$ cat src/design/pwm_shared_period_regs.vh
// register offsets, field positions and reset values of the pwm block
// assumes an 8-bit byte address on a 32-bit axi4-lite slave
`ifndef PWM_SHARED_PERIOD_REGS_VH
`define PWM_SHARED_PERIOD_REGS_VH

// ****************************************
// register byte offsets
// ****************************************
`define PWM_ADDR_CTRL 8'h00
`define PWM_ADDR_CHAN 8'h04
`define PWM_ADDR_PERIOD 8'h08
`define PWM_ADDR_STATUS 8'h0C
`define PWM_ADDR_MASK 8'h10
`define PWM_ADDR_COUNT 8'h14
`define PWM_ADDR_DUTY0 8'h20
`define PWM_ADDR_DUTY7 8'h3C

// ****************************************
// control register fields
// ****************************************
`define PWM_CTRL_RUN 0
`define PWM_CTRL_CLKSEL 1
`define PWM_CTRL_PSC_LSB 2
`define PWM_CTRL_PSC_MSB 4
`define PWM_CTRL_CENTER 5
`define PWM_CTRL_COMP 6
`define PWM_CTRL_DT_LSB 8
`define PWM_CTRL_DT_MSB 15

// ****************************************
// channel register fields
// ****************************************
`define PWM_CHAN_EN_LSB 0
`define PWM_CHAN_EN_MSB 7
`define PWM_CHAN_INV_LSB 8
`define PWM_CHAN_INV_MSB 15

// ****************************************
// status fields
// ****************************************
`define PWM_STS_OVF 0
`define PWM_STS_FLT 1
`define PWM_STS_FLT_PIN 8
`define PWM_STS_DOWN 9

// ****************************************
// reset values and bus answers
// ****************************************
`define PWM_RST_CTRL 16'h0000
`define PWM_RST_CHAN 16'h0000
`define PWM_RST_PERIOD 16'h00FF
`define PWM_RST_DUTY 16'h0000
`define PWM_RST_MASK 2'h0
`define AXI_RESP_OKAY 2'h0
`define AXI_RESP_SLVERR 2'h2

`endif

$ cat src/design/pwm_shared_period.v
// eight-channel 16-bit pwm generator with one shared period, axi4-lite slave
// assumes i_ref_clk is the peripheral bus clock; fast oscillator and fault arrive asynchronously
//
// Summary of operation
// - eight outputs are compared against one 16-bit counter running on one common period.
// - software picks the counter source: the bus clock or the internal fast oscillator.
// - the chosen source is divided by 1, 2, 4 up to 128 before it advances the counter.
// - the counter advances at most once per source clock, so no output toggles faster.
// - each channel has its own enable, inversion and duty value.
// - an inverted channel drives the complement of its normal waveform.
// - all channels follow one edge-aligned or center-aligned counting scheme.
// - in independent mode every channel compares its own duty against the shared counter.
// - in complementary mode channels form four pairs, the odd one the inverse of the even one.
// - a single overflow event fires each time the counter finishes a period.
// - a synchronised fault input is watched continuously.
// - overflow and fault keep separate sticky flags.
// - duty writes go to a shadow copy that is loaded at the period boundary, and every cycle while the counter is stopped.
// - period writes are shadowed the same way and loaded at the period boundary.

`include "pwm_shared_period_regs.vh"
`timescale 1ns/1ps
`default_nettype none

module pwm_shared_period (
  // clock and reset
  input wire i_ref_clk,
  input wire i_rst_b,
  // asynchronous inputs
  input wire i_fast_osc_clk,
  input wire i_fault,
  // axi4-lite write address and data
  input wire i_s_axi_awvalid,
  output reg o_s_axi_awready,
  input wire [7:0] i_s_axi_awaddr,
  input wire i_s_axi_wvalid,
  output reg o_s_axi_wready,
  input wire [31:0] i_s_axi_wdata,
  input wire [3:0] i_s_axi_wstrb,
  // axi4-lite write response
  output reg o_s_axi_bvalid,
  input wire i_s_axi_bready,
  output reg [1:0] o_s_axi_bresp,
  // axi4-lite read
  input wire i_s_axi_arvalid,
  output reg o_s_axi_arready,
  input wire [7:0] i_s_axi_araddr,
  output reg o_s_axi_rvalid,
  input wire i_s_axi_rready,
  output reg [31:0] o_s_axi_rdata,
  output reg [1:0] o_s_axi_rresp,
  // pwm outputs and interrupt
  output reg [7:0] o_pwm,
  output reg o_irq
);

  // ****************************************
  // byte-lane merge
  // ****************************************
  function [31:0] wmerge;
    input [31:0] old;
    input [31:0] dat;
    input [3:0] strb;
    integer b;
    begin
      wmerge = old;
      for (b = 0; b < 4; b = b + 1)
      begin
        if (strb[b])
          wmerge[8*b +: 8] = dat[8*b +: 8];
      end
    end
  endfunction

  // ****************************************
  // declarations
  // ****************************************
  reg aw_have_q, w_have_q, down_q, osc_s1_q, osc_s2_q, osc_s3_q, flt_s1_q, flt_s2_q, rd_ok;
  reg [1:0] sts_q, mask_q;
  reg [3:0] wstrb_q;
  reg [6:0] psc_q;
  reg [7:0] awaddr_q;
  reg [15:0] ctrl_q, chan_q, per_sh_q, per_act_q, cnt_q;
  reg [31:0] wdata_q, rd_data;
  wire aw_fire, w_fire, do_wr, b_fire, ar_fire, r_fire, aw_have_d, w_have_d, bvalid_d, rvalid_d;
  wire run, center, comp, src_tick, tick, wrap, load;
  wire [1:0] sts_set, sts_clr;
  wire [2:0] psc_sel, rd_idx;
  wire [6:0] psc_lim;
  wire [7:0] raw, pwm_d, dead, psc_div;
  wire [31:0] wfull, ctrl_w, chan_w, per_w, mask_w;
  wire [127:0] duty_sh_all;

  // ****************************************
  // axi4-lite write channel
  // ****************************************
  assign aw_fire = i_s_axi_awvalid & o_s_axi_awready;
  assign w_fire = i_s_axi_wvalid & o_s_axi_wready;
  assign do_wr = aw_have_q & w_have_q & ~o_s_axi_bvalid;
  assign b_fire = o_s_axi_bvalid & i_s_axi_bready;
  assign aw_have_d = aw_fire | (aw_have_q & ~do_wr);
  assign w_have_d = w_fire | (w_have_q & ~do_wr);
  assign bvalid_d = do_wr | (o_s_axi_bvalid & ~b_fire);
  assign wfull = wmerge(32'h00000000, wdata_q, wstrb_q);
  assign ctrl_w = wmerge({16'h0000, ctrl_q}, wdata_q, wstrb_q);
  assign chan_w = wmerge({16'h0000, chan_q}, wdata_q, wstrb_q);
  assign per_w = wmerge({16'h0000, per_sh_q}, wdata_q, wstrb_q);
  assign mask_w = wmerge({30'h00000000, mask_q}, wdata_q, wstrb_q);

  always @(posedge i_ref_clk or negedge i_rst_b)
  begin
    if (!i_rst_b)
    begin
      aw_have_q <= 1'b0;
      w_have_q <= 1'b0;
      awaddr_q <= 8'h00;
      wdata_q <= 32'h00000000;
      wstrb_q <= 4'h0;
      o_s_axi_awready <= 1'b0;
      o_s_axi_wready <= 1'b0;
      o_s_axi_bvalid <= 1'b0;
      o_s_axi_bresp <= `AXI_RESP_OKAY;
      ctrl_q <= `PWM_RST_CTRL;
      chan_q <= `PWM_RST_CHAN;
      per_sh_q <= `PWM_RST_PERIOD;
      mask_q <= `PWM_RST_MASK;
    end
    else
    begin
      aw_have_q <= aw_have_d;
      w_have_q <= w_have_d;
      o_s_axi_bvalid <= bvalid_d;
      // one write at a time: stay closed until the response is taken
      o_s_axi_awready <= ~aw_have_d & ~bvalid_d;
      o_s_axi_wready <= ~w_have_d & ~bvalid_d;
      if (aw_fire)
        awaddr_q <= i_s_axi_awaddr;
      if (w_fire)
      begin
        wdata_q <= i_s_axi_wdata;
        wstrb_q <= i_s_axi_wstrb;
      end
      if (do_wr)
      begin
        o_s_axi_bresp <= `AXI_RESP_OKAY;
        case (awaddr_q)
          `PWM_ADDR_CTRL: ctrl_q <= ctrl_w[15:0];
          `PWM_ADDR_CHAN: chan_q <= chan_w[15:0];
          `PWM_ADDR_PERIOD: per_sh_q <= per_w[15:0];
          `PWM_ADDR_MASK: mask_q <= mask_w[1:0];
          `PWM_ADDR_STATUS: ;
          `PWM_ADDR_COUNT: ;
          default:
          begin
            if (awaddr_q < `PWM_ADDR_DUTY0 || awaddr_q > `PWM_ADDR_DUTY7 || awaddr_q[1:0] != 2'h0)
              o_s_axi_bresp <= `AXI_RESP_SLVERR;
          end
        endcase
      end
    end
  end

  // ****************************************
  // clock source, prescaler and synchronisers
  // ****************************************
  assign run = ctrl_q[`PWM_CTRL_RUN];
  assign center = ctrl_q[`PWM_CTRL_CENTER];
  assign comp = ctrl_q[`PWM_CTRL_COMP];
  assign psc_sel = ctrl_q[`PWM_CTRL_PSC_MSB:`PWM_CTRL_PSC_LSB];
  assign dead = ctrl_q[`PWM_CTRL_DT_MSB:`PWM_CTRL_DT_LSB];
  assign psc_div = 8'h01 << psc_sel;
  assign psc_lim = psc_div[6:0] - 7'h01;
  // oscillator edge seen on the second and third stage only
  assign src_tick = ctrl_q[`PWM_CTRL_CLKSEL] ? (osc_s2_q & ~osc_s3_q) : 1'b1;
  assign tick = run & src_tick & (psc_q == psc_lim);

  always @(posedge i_ref_clk or negedge i_rst_b)
  begin
    if (!i_rst_b)
    begin
      osc_s1_q <= 1'b0;
      osc_s2_q <= 1'b0;
      osc_s3_q <= 1'b0;
      flt_s1_q <= 1'b0;
      flt_s2_q <= 1'b0;
      psc_q <= 7'h00;
    end
    else
    begin
      osc_s1_q <= i_fast_osc_clk;
      osc_s2_q <= osc_s1_q;
      osc_s3_q <= osc_s2_q;
      flt_s1_q <= i_fault;
      flt_s2_q <= flt_s1_q;
      if (!run)
        psc_q <= 7'h00;
      else if (src_tick)
        psc_q <= (psc_q == psc_lim) ? 7'h00 : psc_q + 7'h01;
    end
  end

  // ****************************************
  // shared counter
  // ****************************************
  // period ends when the count returns to zero
  assign wrap = tick & (center ? (down_q & (cnt_q <= 16'h0001)) : (cnt_q >= per_act_q));
  assign load = wrap | ~run;

  always @(posedge i_ref_clk or negedge i_rst_b)
  begin
    if (!i_rst_b)
    begin
      cnt_q <= 16'h0000;
      down_q <= 1'b0;
      per_act_q <= `PWM_RST_PERIOD;
    end
    else
    begin
      if (load)
        per_act_q <= per_sh_q;
      if (!run)
      begin
        cnt_q <= 16'h0000;
        down_q <= 1'b0;
      end
      else if (tick)
      begin
        if (!center)
          cnt_q <= (cnt_q >= per_act_q) ? 16'h0000 : cnt_q + 16'h0001;
        else if (!down_q)
        begin
          if (cnt_q >= per_act_q)
          begin
            down_q <= 1'b1;
            cnt_q <= (per_act_q == 16'h0000) ? 16'h0000 : cnt_q - 16'h0001;
          end
          else
            cnt_q <= cnt_q + 16'h0001;
        end
        else if (cnt_q <= 16'h0001)
        begin
          down_q <= 1'b0;
          cnt_q <= 16'h0000;
        end
        else
          cnt_q <= cnt_q - 16'h0001;
      end
    end
  end

  // ****************************************
  // per-channel duty, dead time and output
  // ****************************************
  genvar i;
  generate
    for (i = 0; i < 8; i = i + 1)
    begin : g_ch
      reg [15:0] duty_sh_q;
      reg [15:0] duty_act_q;
      reg [7:0] dt_q;
      reg act_q;
      wire want;
      wire [31:0] duty_w;
      assign duty_w = wmerge({16'h0000, duty_sh_q}, wdata_q, wstrb_q);
      assign duty_sh_all[16*i +: 16] = duty_sh_q;
      assign raw[i] = cnt_q < duty_act_q;
      // odd member of a pair mirrors its even partner; index stays in range for even members
      assign want = (comp && (i % 2 == 1)) ? ~raw[i - i % 2] : raw[i];
      // disabled, stopped or faulted channels drive their inactive level
      assign pwm_d[i] = (chan_q[`PWM_CHAN_EN_LSB + i] && run && !sts_q[`PWM_STS_FLT]) ?
        (act_q ^ chan_q[`PWM_CHAN_INV_LSB + i]) : chan_q[`PWM_CHAN_INV_LSB + i];

      always @(posedge i_ref_clk or negedge i_rst_b)
      begin
        if (!i_rst_b)
        begin
          duty_sh_q <= `PWM_RST_DUTY;
          duty_act_q <= `PWM_RST_DUTY;
          dt_q <= 8'h00;
          act_q <= 1'b0;
        end
        else
        begin
          if (do_wr && awaddr_q == `PWM_ADDR_DUTY0 + 8'h04 * i)
            duty_sh_q <= duty_w[15:0];
          if (load)
            duty_act_q <= duty_sh_q;
          if (!comp)
          begin
            act_q <= want;
            dt_q <= 8'h00;
          end
          else if (!want)
          begin
            act_q <= 1'b0;
            dt_q <= dead;
          end
          else if (!act_q)
          begin
            if (dt_q == 8'h00)
              act_q <= 1'b1;
            else if (tick)
              dt_q <= dt_q - 8'h01;
          end
        end
      end
    end
  endgenerate

  // ****************************************
  // status flags and interrupt
  // ****************************************
  assign sts_set = {flt_s2_q, wrap};
  assign sts_clr = (do_wr && awaddr_q == `PWM_ADDR_STATUS) ? wfull[1:0] : 2'h0;

  always @(posedge i_ref_clk or negedge i_rst_b)
  begin
    if (!i_rst_b)
    begin
      sts_q <= 2'h0;
      o_irq <= 1'b0;
      o_pwm <= 8'h00;
    end
    else
    begin
      // a new event wins over a clear in the same cycle
      sts_q <= sts_set | (sts_q & ~sts_clr);
      o_irq <= |(sts_q & mask_q);
      o_pwm <= pwm_d;
    end
  end

  // ****************************************
  // axi4-lite read channel
  // ****************************************
  assign ar_fire = i_s_axi_arvalid & o_s_axi_arready;
  assign r_fire = o_s_axi_rvalid & i_s_axi_rready;
  assign rvalid_d = ar_fire | (o_s_axi_rvalid & ~r_fire);
  assign rd_idx = i_s_axi_araddr[4:2];

  always @*
  begin
    rd_data = 32'h00000000;
    rd_ok = 1'b1;
    case (i_s_axi_araddr)
      `PWM_ADDR_CTRL: rd_data = {16'h0000, ctrl_q};
      `PWM_ADDR_CHAN: rd_data = {16'h0000, chan_q};
      `PWM_ADDR_PERIOD: rd_data = {16'h0000, per_sh_q};
      `PWM_ADDR_STATUS: rd_data = {22'h000000, down_q, flt_s2_q, 6'h00, sts_q};
      `PWM_ADDR_MASK: rd_data = {30'h00000000, mask_q};
      `PWM_ADDR_COUNT: rd_data = {16'h0000, cnt_q};
      default:
      begin
        if (i_s_axi_araddr >= `PWM_ADDR_DUTY0 && i_s_axi_araddr <= `PWM_ADDR_DUTY7 &&
            i_s_axi_araddr[1:0] == 2'h0)
          rd_data = {16'h0000, duty_sh_all[16*rd_idx +: 16]};
        else
          rd_ok = 1'b0;
      end
    endcase
  end

  always @(posedge i_ref_clk or negedge i_rst_b)
  begin
    if (!i_rst_b)
    begin
      o_s_axi_arready <= 1'b0;
      o_s_axi_rvalid <= 1'b0;
      o_s_axi_rdata <= 32'h00000000;
      o_s_axi_rresp <= `AXI_RESP_OKAY;
    end
    else
    begin
      o_s_axi_rvalid <= rvalid_d;
      o_s_axi_arready <= ~rvalid_d;
      if (ar_fire)
      begin
        o_s_axi_rdata <= rd_data;
        o_s_axi_rresp <= rd_ok ? `AXI_RESP_OKAY : `AXI_RESP_SLVERR;
      end
    end
  end

endmodule

`default_nettype wire

$ cat config.mk
export PLATFORM = sky130hd
export DESIGN_NAME = pwm_shared_period
export DESIGN_NICKNAME = d
export VERILOG_FILES = /design/src/design/pwm_shared_period.v
export VERILOG_INCLUDE_DIRS = /design/src /design/src/design
export SDC_FILE = /design/constraint.sdc
export NUM_CORES = 1
export LEC_CHECK = 0
export ABC_AREA = 1
export BUFFER_PORTS_ARGS = -buffer_cell sky130_fd_sc_hd__buf_2
export CAP_MARGIN = 30
export CORE_MARGIN = 1.5
export CORE_UTILIZATION = 25
export CTS_BUF_LIST = sky130_fd_sc_hd__clkbuf_8
export DETAILED_ROUTE_END_ITERATION = 8
export HOLD_SLACK_MARGIN = 0.08
export PLACE_DENSITY_LB_ADDON = 0.12
export RECOVER_POWER = 25
export SLEW_MARGIN = 20
export SYNTH_ARGS = -nofsm -noshare
export SYNTH_HDL_FRONTEND = slang
export SYNTH_SLANG_ARGS = --single-unit
$ cat constraint.sdc
create_clock -name i_ref_clk -period 3.3 [get_ports i_ref_clk]
set_input_delay 0.66 -clock i_ref_clk [delete_from_list [all_inputs] [get_ports i_ref_clk]]
set_output_delay 0.66 -clock i_ref_clk [all_outputs]
set_load 0.005 [all_outputs]
==> reports/qor.yml <==
synth:
  synth_seq_area_share_pct: 46.1
  synth_top_area_share_pct: 44.5
  ys_seq_elements: 485
  yosys_warnings: 0
  yosys.area.top_type: "dfrtp_1"
  synth-edff-count: 0
  synth_compound_area_share_pct: 10.9
  synth_xor_area_share_pct: 2.89
  async_reset_ff_share_pct: 100
  synth_fa_ha_area_share_pct: 7.45
  synth.area.mux_share_pct: 0.171
  synthCells: 3349
  synth_area_per_cell_um2: 7.87
  synth_simple_gate_area_share_pct: 25.2
  synth_top_family_by_area: "simple AND/OR/NAND/NOR gates"
  ys_types: 44
  synth_area_um2: 26400
  synth_flop_cell: "dfrtp_1"
  synth_area_leaders: "dfrtp_1, nand2_1, ha_1, nand3_1, o21ai_0"
cells_and_area:
  layout.nets: 3748
  fin_cells: 4992
  area.growth.synth_to_final_pct: 18.3
  drive_above_1_share_pct: 11.0
die:
  dieHeight_um: 328
  start_util_pct: 25.3
  pin_count: 111
  fp-row-count: 118
  fp.dieW_um: 328
  core_um2: 104000
  die_area_um2: 107000
route:
  vias: 22800
  via_per_inst: 4.57
  drtIter0Drc: 1239
  postRouteAntennaNets: 0
  drt-total-wl_mm: 97.3
  drc_errors: 0
  wl_per_cell_um: 19.5
  drt_pass1_iterations: 5
sta:
  setup_viol: 0
  max_freq_mhz: 342
  rsz0062_at_grt: "no"
  max_slew.worst_pin.slew_ps: 1520
  timing.final.crit_share_pct: 88.7
  maxSlewHeadroom_pct: -1.48
  report.final.slew_viol_count: 45
  period_needed_ps: 2930
  hold_viol_final: 0
  fin_setup_tns_ps: 0
  clock_skew_ps: 54.5
  setup_ws_ps: 374
setup_path:
  startpoint_type: "register"
  reg2reg_slack_ps: 370
  crit_path_max_fanout: 9
  r2r-start: "ctrl_q[3]$_DFFE_PN0P_"
  critPathKind: "register to register"
  rr_worst_depth: 14
  crit_arrival_ps: 3620
  r2r_end: "g_ch[2].dt_q[6]$_DFFE_PN0P_"
  crit_required_ps: 3990
  endpoint_kind: "register"
grt:
  first_global_vias: 22400
  grt_pass1_wl_mm: 147
  grt_overflow: 0
  antenna_found_initial: 4
  grt_max_degree: 151
  groute.usage.overall_pct: 18.2
clock_tree:
  clock_sinks: 485
  cts_root_buffer: "clkbuf_8"
  post_cts_resized: 0
  cts_hold_buf: 7
  htree_levels: 3
  clkLatencyLatePin_ps: 760
  tritoncts: "yes"
  cts_inserted_buffers: 97
  clk_pin_slew_worst_paths_ps: 60
  postCtsSetupBuffers: 0
  cts.path.max_buffers: 3
min_path:
  min_path_cells: 2
  min_from: "i_s_axi_bready"
  hp-class: "primary input to register"
  min_to: "o_s_axi_bvalid$_DFF_PN0_"
pwr:
  power_mw: 21.4
  ir_drop_mv: 0.377
  cellLeakagePower_nw: 15.9
  p_per_area_nw_per_um2: 686
placed_design:
  pre_cts_slack_ps: 228
  dpl.cell_count: 4803
  gp_congestion: 0.810
  dp_hpwl_mm: 68.3
  portBuffers: 74
run_status:
  violations: "max-capacitance violations, max-slew violations"
  outcome: "finished with violations"
flow_run:
  drv_cap: 1
-- logic make-up after synthesis --
kind of cell | after synthesis
buffers and inverters | 475
adders and majority gates | 157
muxes | 4
xor gates and xnor gates | 87
other | 1
DFF | 485
and+or+nand+nor | 1609
AOI/OAI and AO/OA | 531
-- worst max-delay path, cell delays in order, from the launching register on --
cell and delay [ps]:
dfrtp_1 440, inv_1 200, nand3_1 110, ha_1 290, xor2_1 150, nand2_1 60
nor2_1 90, nand3_1 140, nor2_4 160, nand3_2 170, inv_2 320, nand2_2 230
nand2_1 320, nand2_1 100, nand2_1 70
-- power by group --
group | leakage (nW) | total (mW) | internal, mW | switching, mW
clock network | 1.16 | 6.50 | 3.56 | 2.93
registers | 6.47 | 8.21 | 7.27 | 0.943
logic | 8.28 | 6.67 | 2.05 | 4.62
total | 15.9 | 21.4 | 12.9 | 8.50
-- cell usage after synthesis, drive strengths merged (6+ instances only) --
| cell type | n |
|---|---|
| nand4 | 21 |
| clkinv | 6 |
| nand2 | 1034 |
| buf | 69 |
| dfrtp | 469 |
| ha | 157 |
| clkbuf | 82 |
| nor2 | 159 |
| o21a | 6 |
| xnor2 | 26 |
| or2 | 13 |
| a211oi | 9 |
| nand3 | 332 |
| a31oi | 9 |
| dfstp | 16 |
| o22ai | 65 |
| o31ai | 8 |
| nor3 | 45 |
| a21oi | 107 |
| inv | 318 |
| o21ai | 314 |
| xor2 | 61 |
-- final cells by class --
type,count,area (um^2)
Fill cell,11400,72900
Multi-Input combinational cell,2406,12400
Sequential cell,485,12200
Clock buffer,129,1780
Tap cell,1380,1730
Timing Repair Buffer,216,1680
Inverter,324,1220
Clock inverter,48,250
Antenna cell,4,10.0
-- metal layers --
metal	GRT usage [%]	wire length, um	up-vias
met5	0	0	-
met4	4.48	1770	0
met3	2.35	3610	113
met2	28.9	44000	436
met1	25.9	47900	11000
li1	-	-	11300
-- sequential cells by signal (all words and copies together) (netlist names), 2 cells and up --
signal,count
g_ch.duty_act_q,128
g_ch.duty_sh_q,128
g_ch.dt_q,64
chan_q,16
cnt_q,16
ctrl_q,16
o_s_axi_rdata,16
per_act_q,16
per_sh_q,16
wdata_q,16
awaddr_q,8
g_ch.act_q,8
o_pwm,8
psc_q,7
mask_q,2
sts_q,2
wstrb_q,2
-- worst max-delay path by stage --
stage | start | end | slack (ps) | cells past startpoint
CTS | cnt_q[1]$_DFFE_PN0P_ | g_ch[0].duty_act_q[10]$_DFFE_PN0P_ | 380 | 15
global placement | i_s_axi_araddr[2] | o_s_axi_rdata[0]$_DFFE_PN0P_ | 210 | 9
finish | ctrl_q[3]$_DFFE_PN0P_ | g_ch[2].dt_q[6]$_DFFE_PN0P_ | 370 | 14
global route | ctrl_q[3]$_DFFE_PN0P_ | g_ch[2].dt_q[4]$_DFFE_PN0P_ | 120 | 14
detailed placement | i_s_axi_araddr[2] | o_s_axi_rdata[0]$_DFFE_PN0P_ | 230 | 9
floorplan | ctrl_q[4]$_DFFE_PN0P_ | g_ch[2].duty_act_q[1]$_DFFE_PN0P_ | 950 | 16
-- layout by cell type (no fill, tap or decap), types with 4 or more instances in the layout --
| cell type | count |
|---|---|
| nand2_1 | 1030 |
| dfrtp_1 | 468 |
| inv_1 | 342 |
| nand3_1 | 331 |
| o21ai_0 | 312 |
| nor2_1 | 158 |
| ha_1 | 157 |
| clkbuf_8 | 129 |
| buf_4 | 107 |
| a21oi_1 | 106 |
| buf_2 | 71 |
| o22ai_1 | 65 |
| xor2_1 | 61 |
| nor3_1 | 44 |
| xnor2_1 | 26 |
| nand4_1 | 21 |
| buf_12 | 19 |
| conb_1 | 18 |
| dfstp_2 | 16 |
| clkinv_2 | 15 |
| or2_2 | 12 |
| a31oi_1 | 9 |
| a211oi_1 | 9 |
| o31ai_1 | 8 |
| dlygate4sd3_1 | 7 |
| clkbuf_1 | 7 |
| o21a_1 | 6 |
| clkinv_1 | 6 |
| diode_2 | 4 |
| o21bai_1 | 4 |
| o221ai_1 | 4 |
| mux2_2 | 4 |
-- per-stage QoR --
stage	hold WS (ps)	utilization, %	instance area (um^2)
global route	118	30.0	31200
global placement	342	28.0	29100
detailed placement	341	28.0	29100
CTS	82.0	30.0	31200
finish	164	30.0	31200
floorplan	331	-	26400
(Power assumes the default switching activity.)
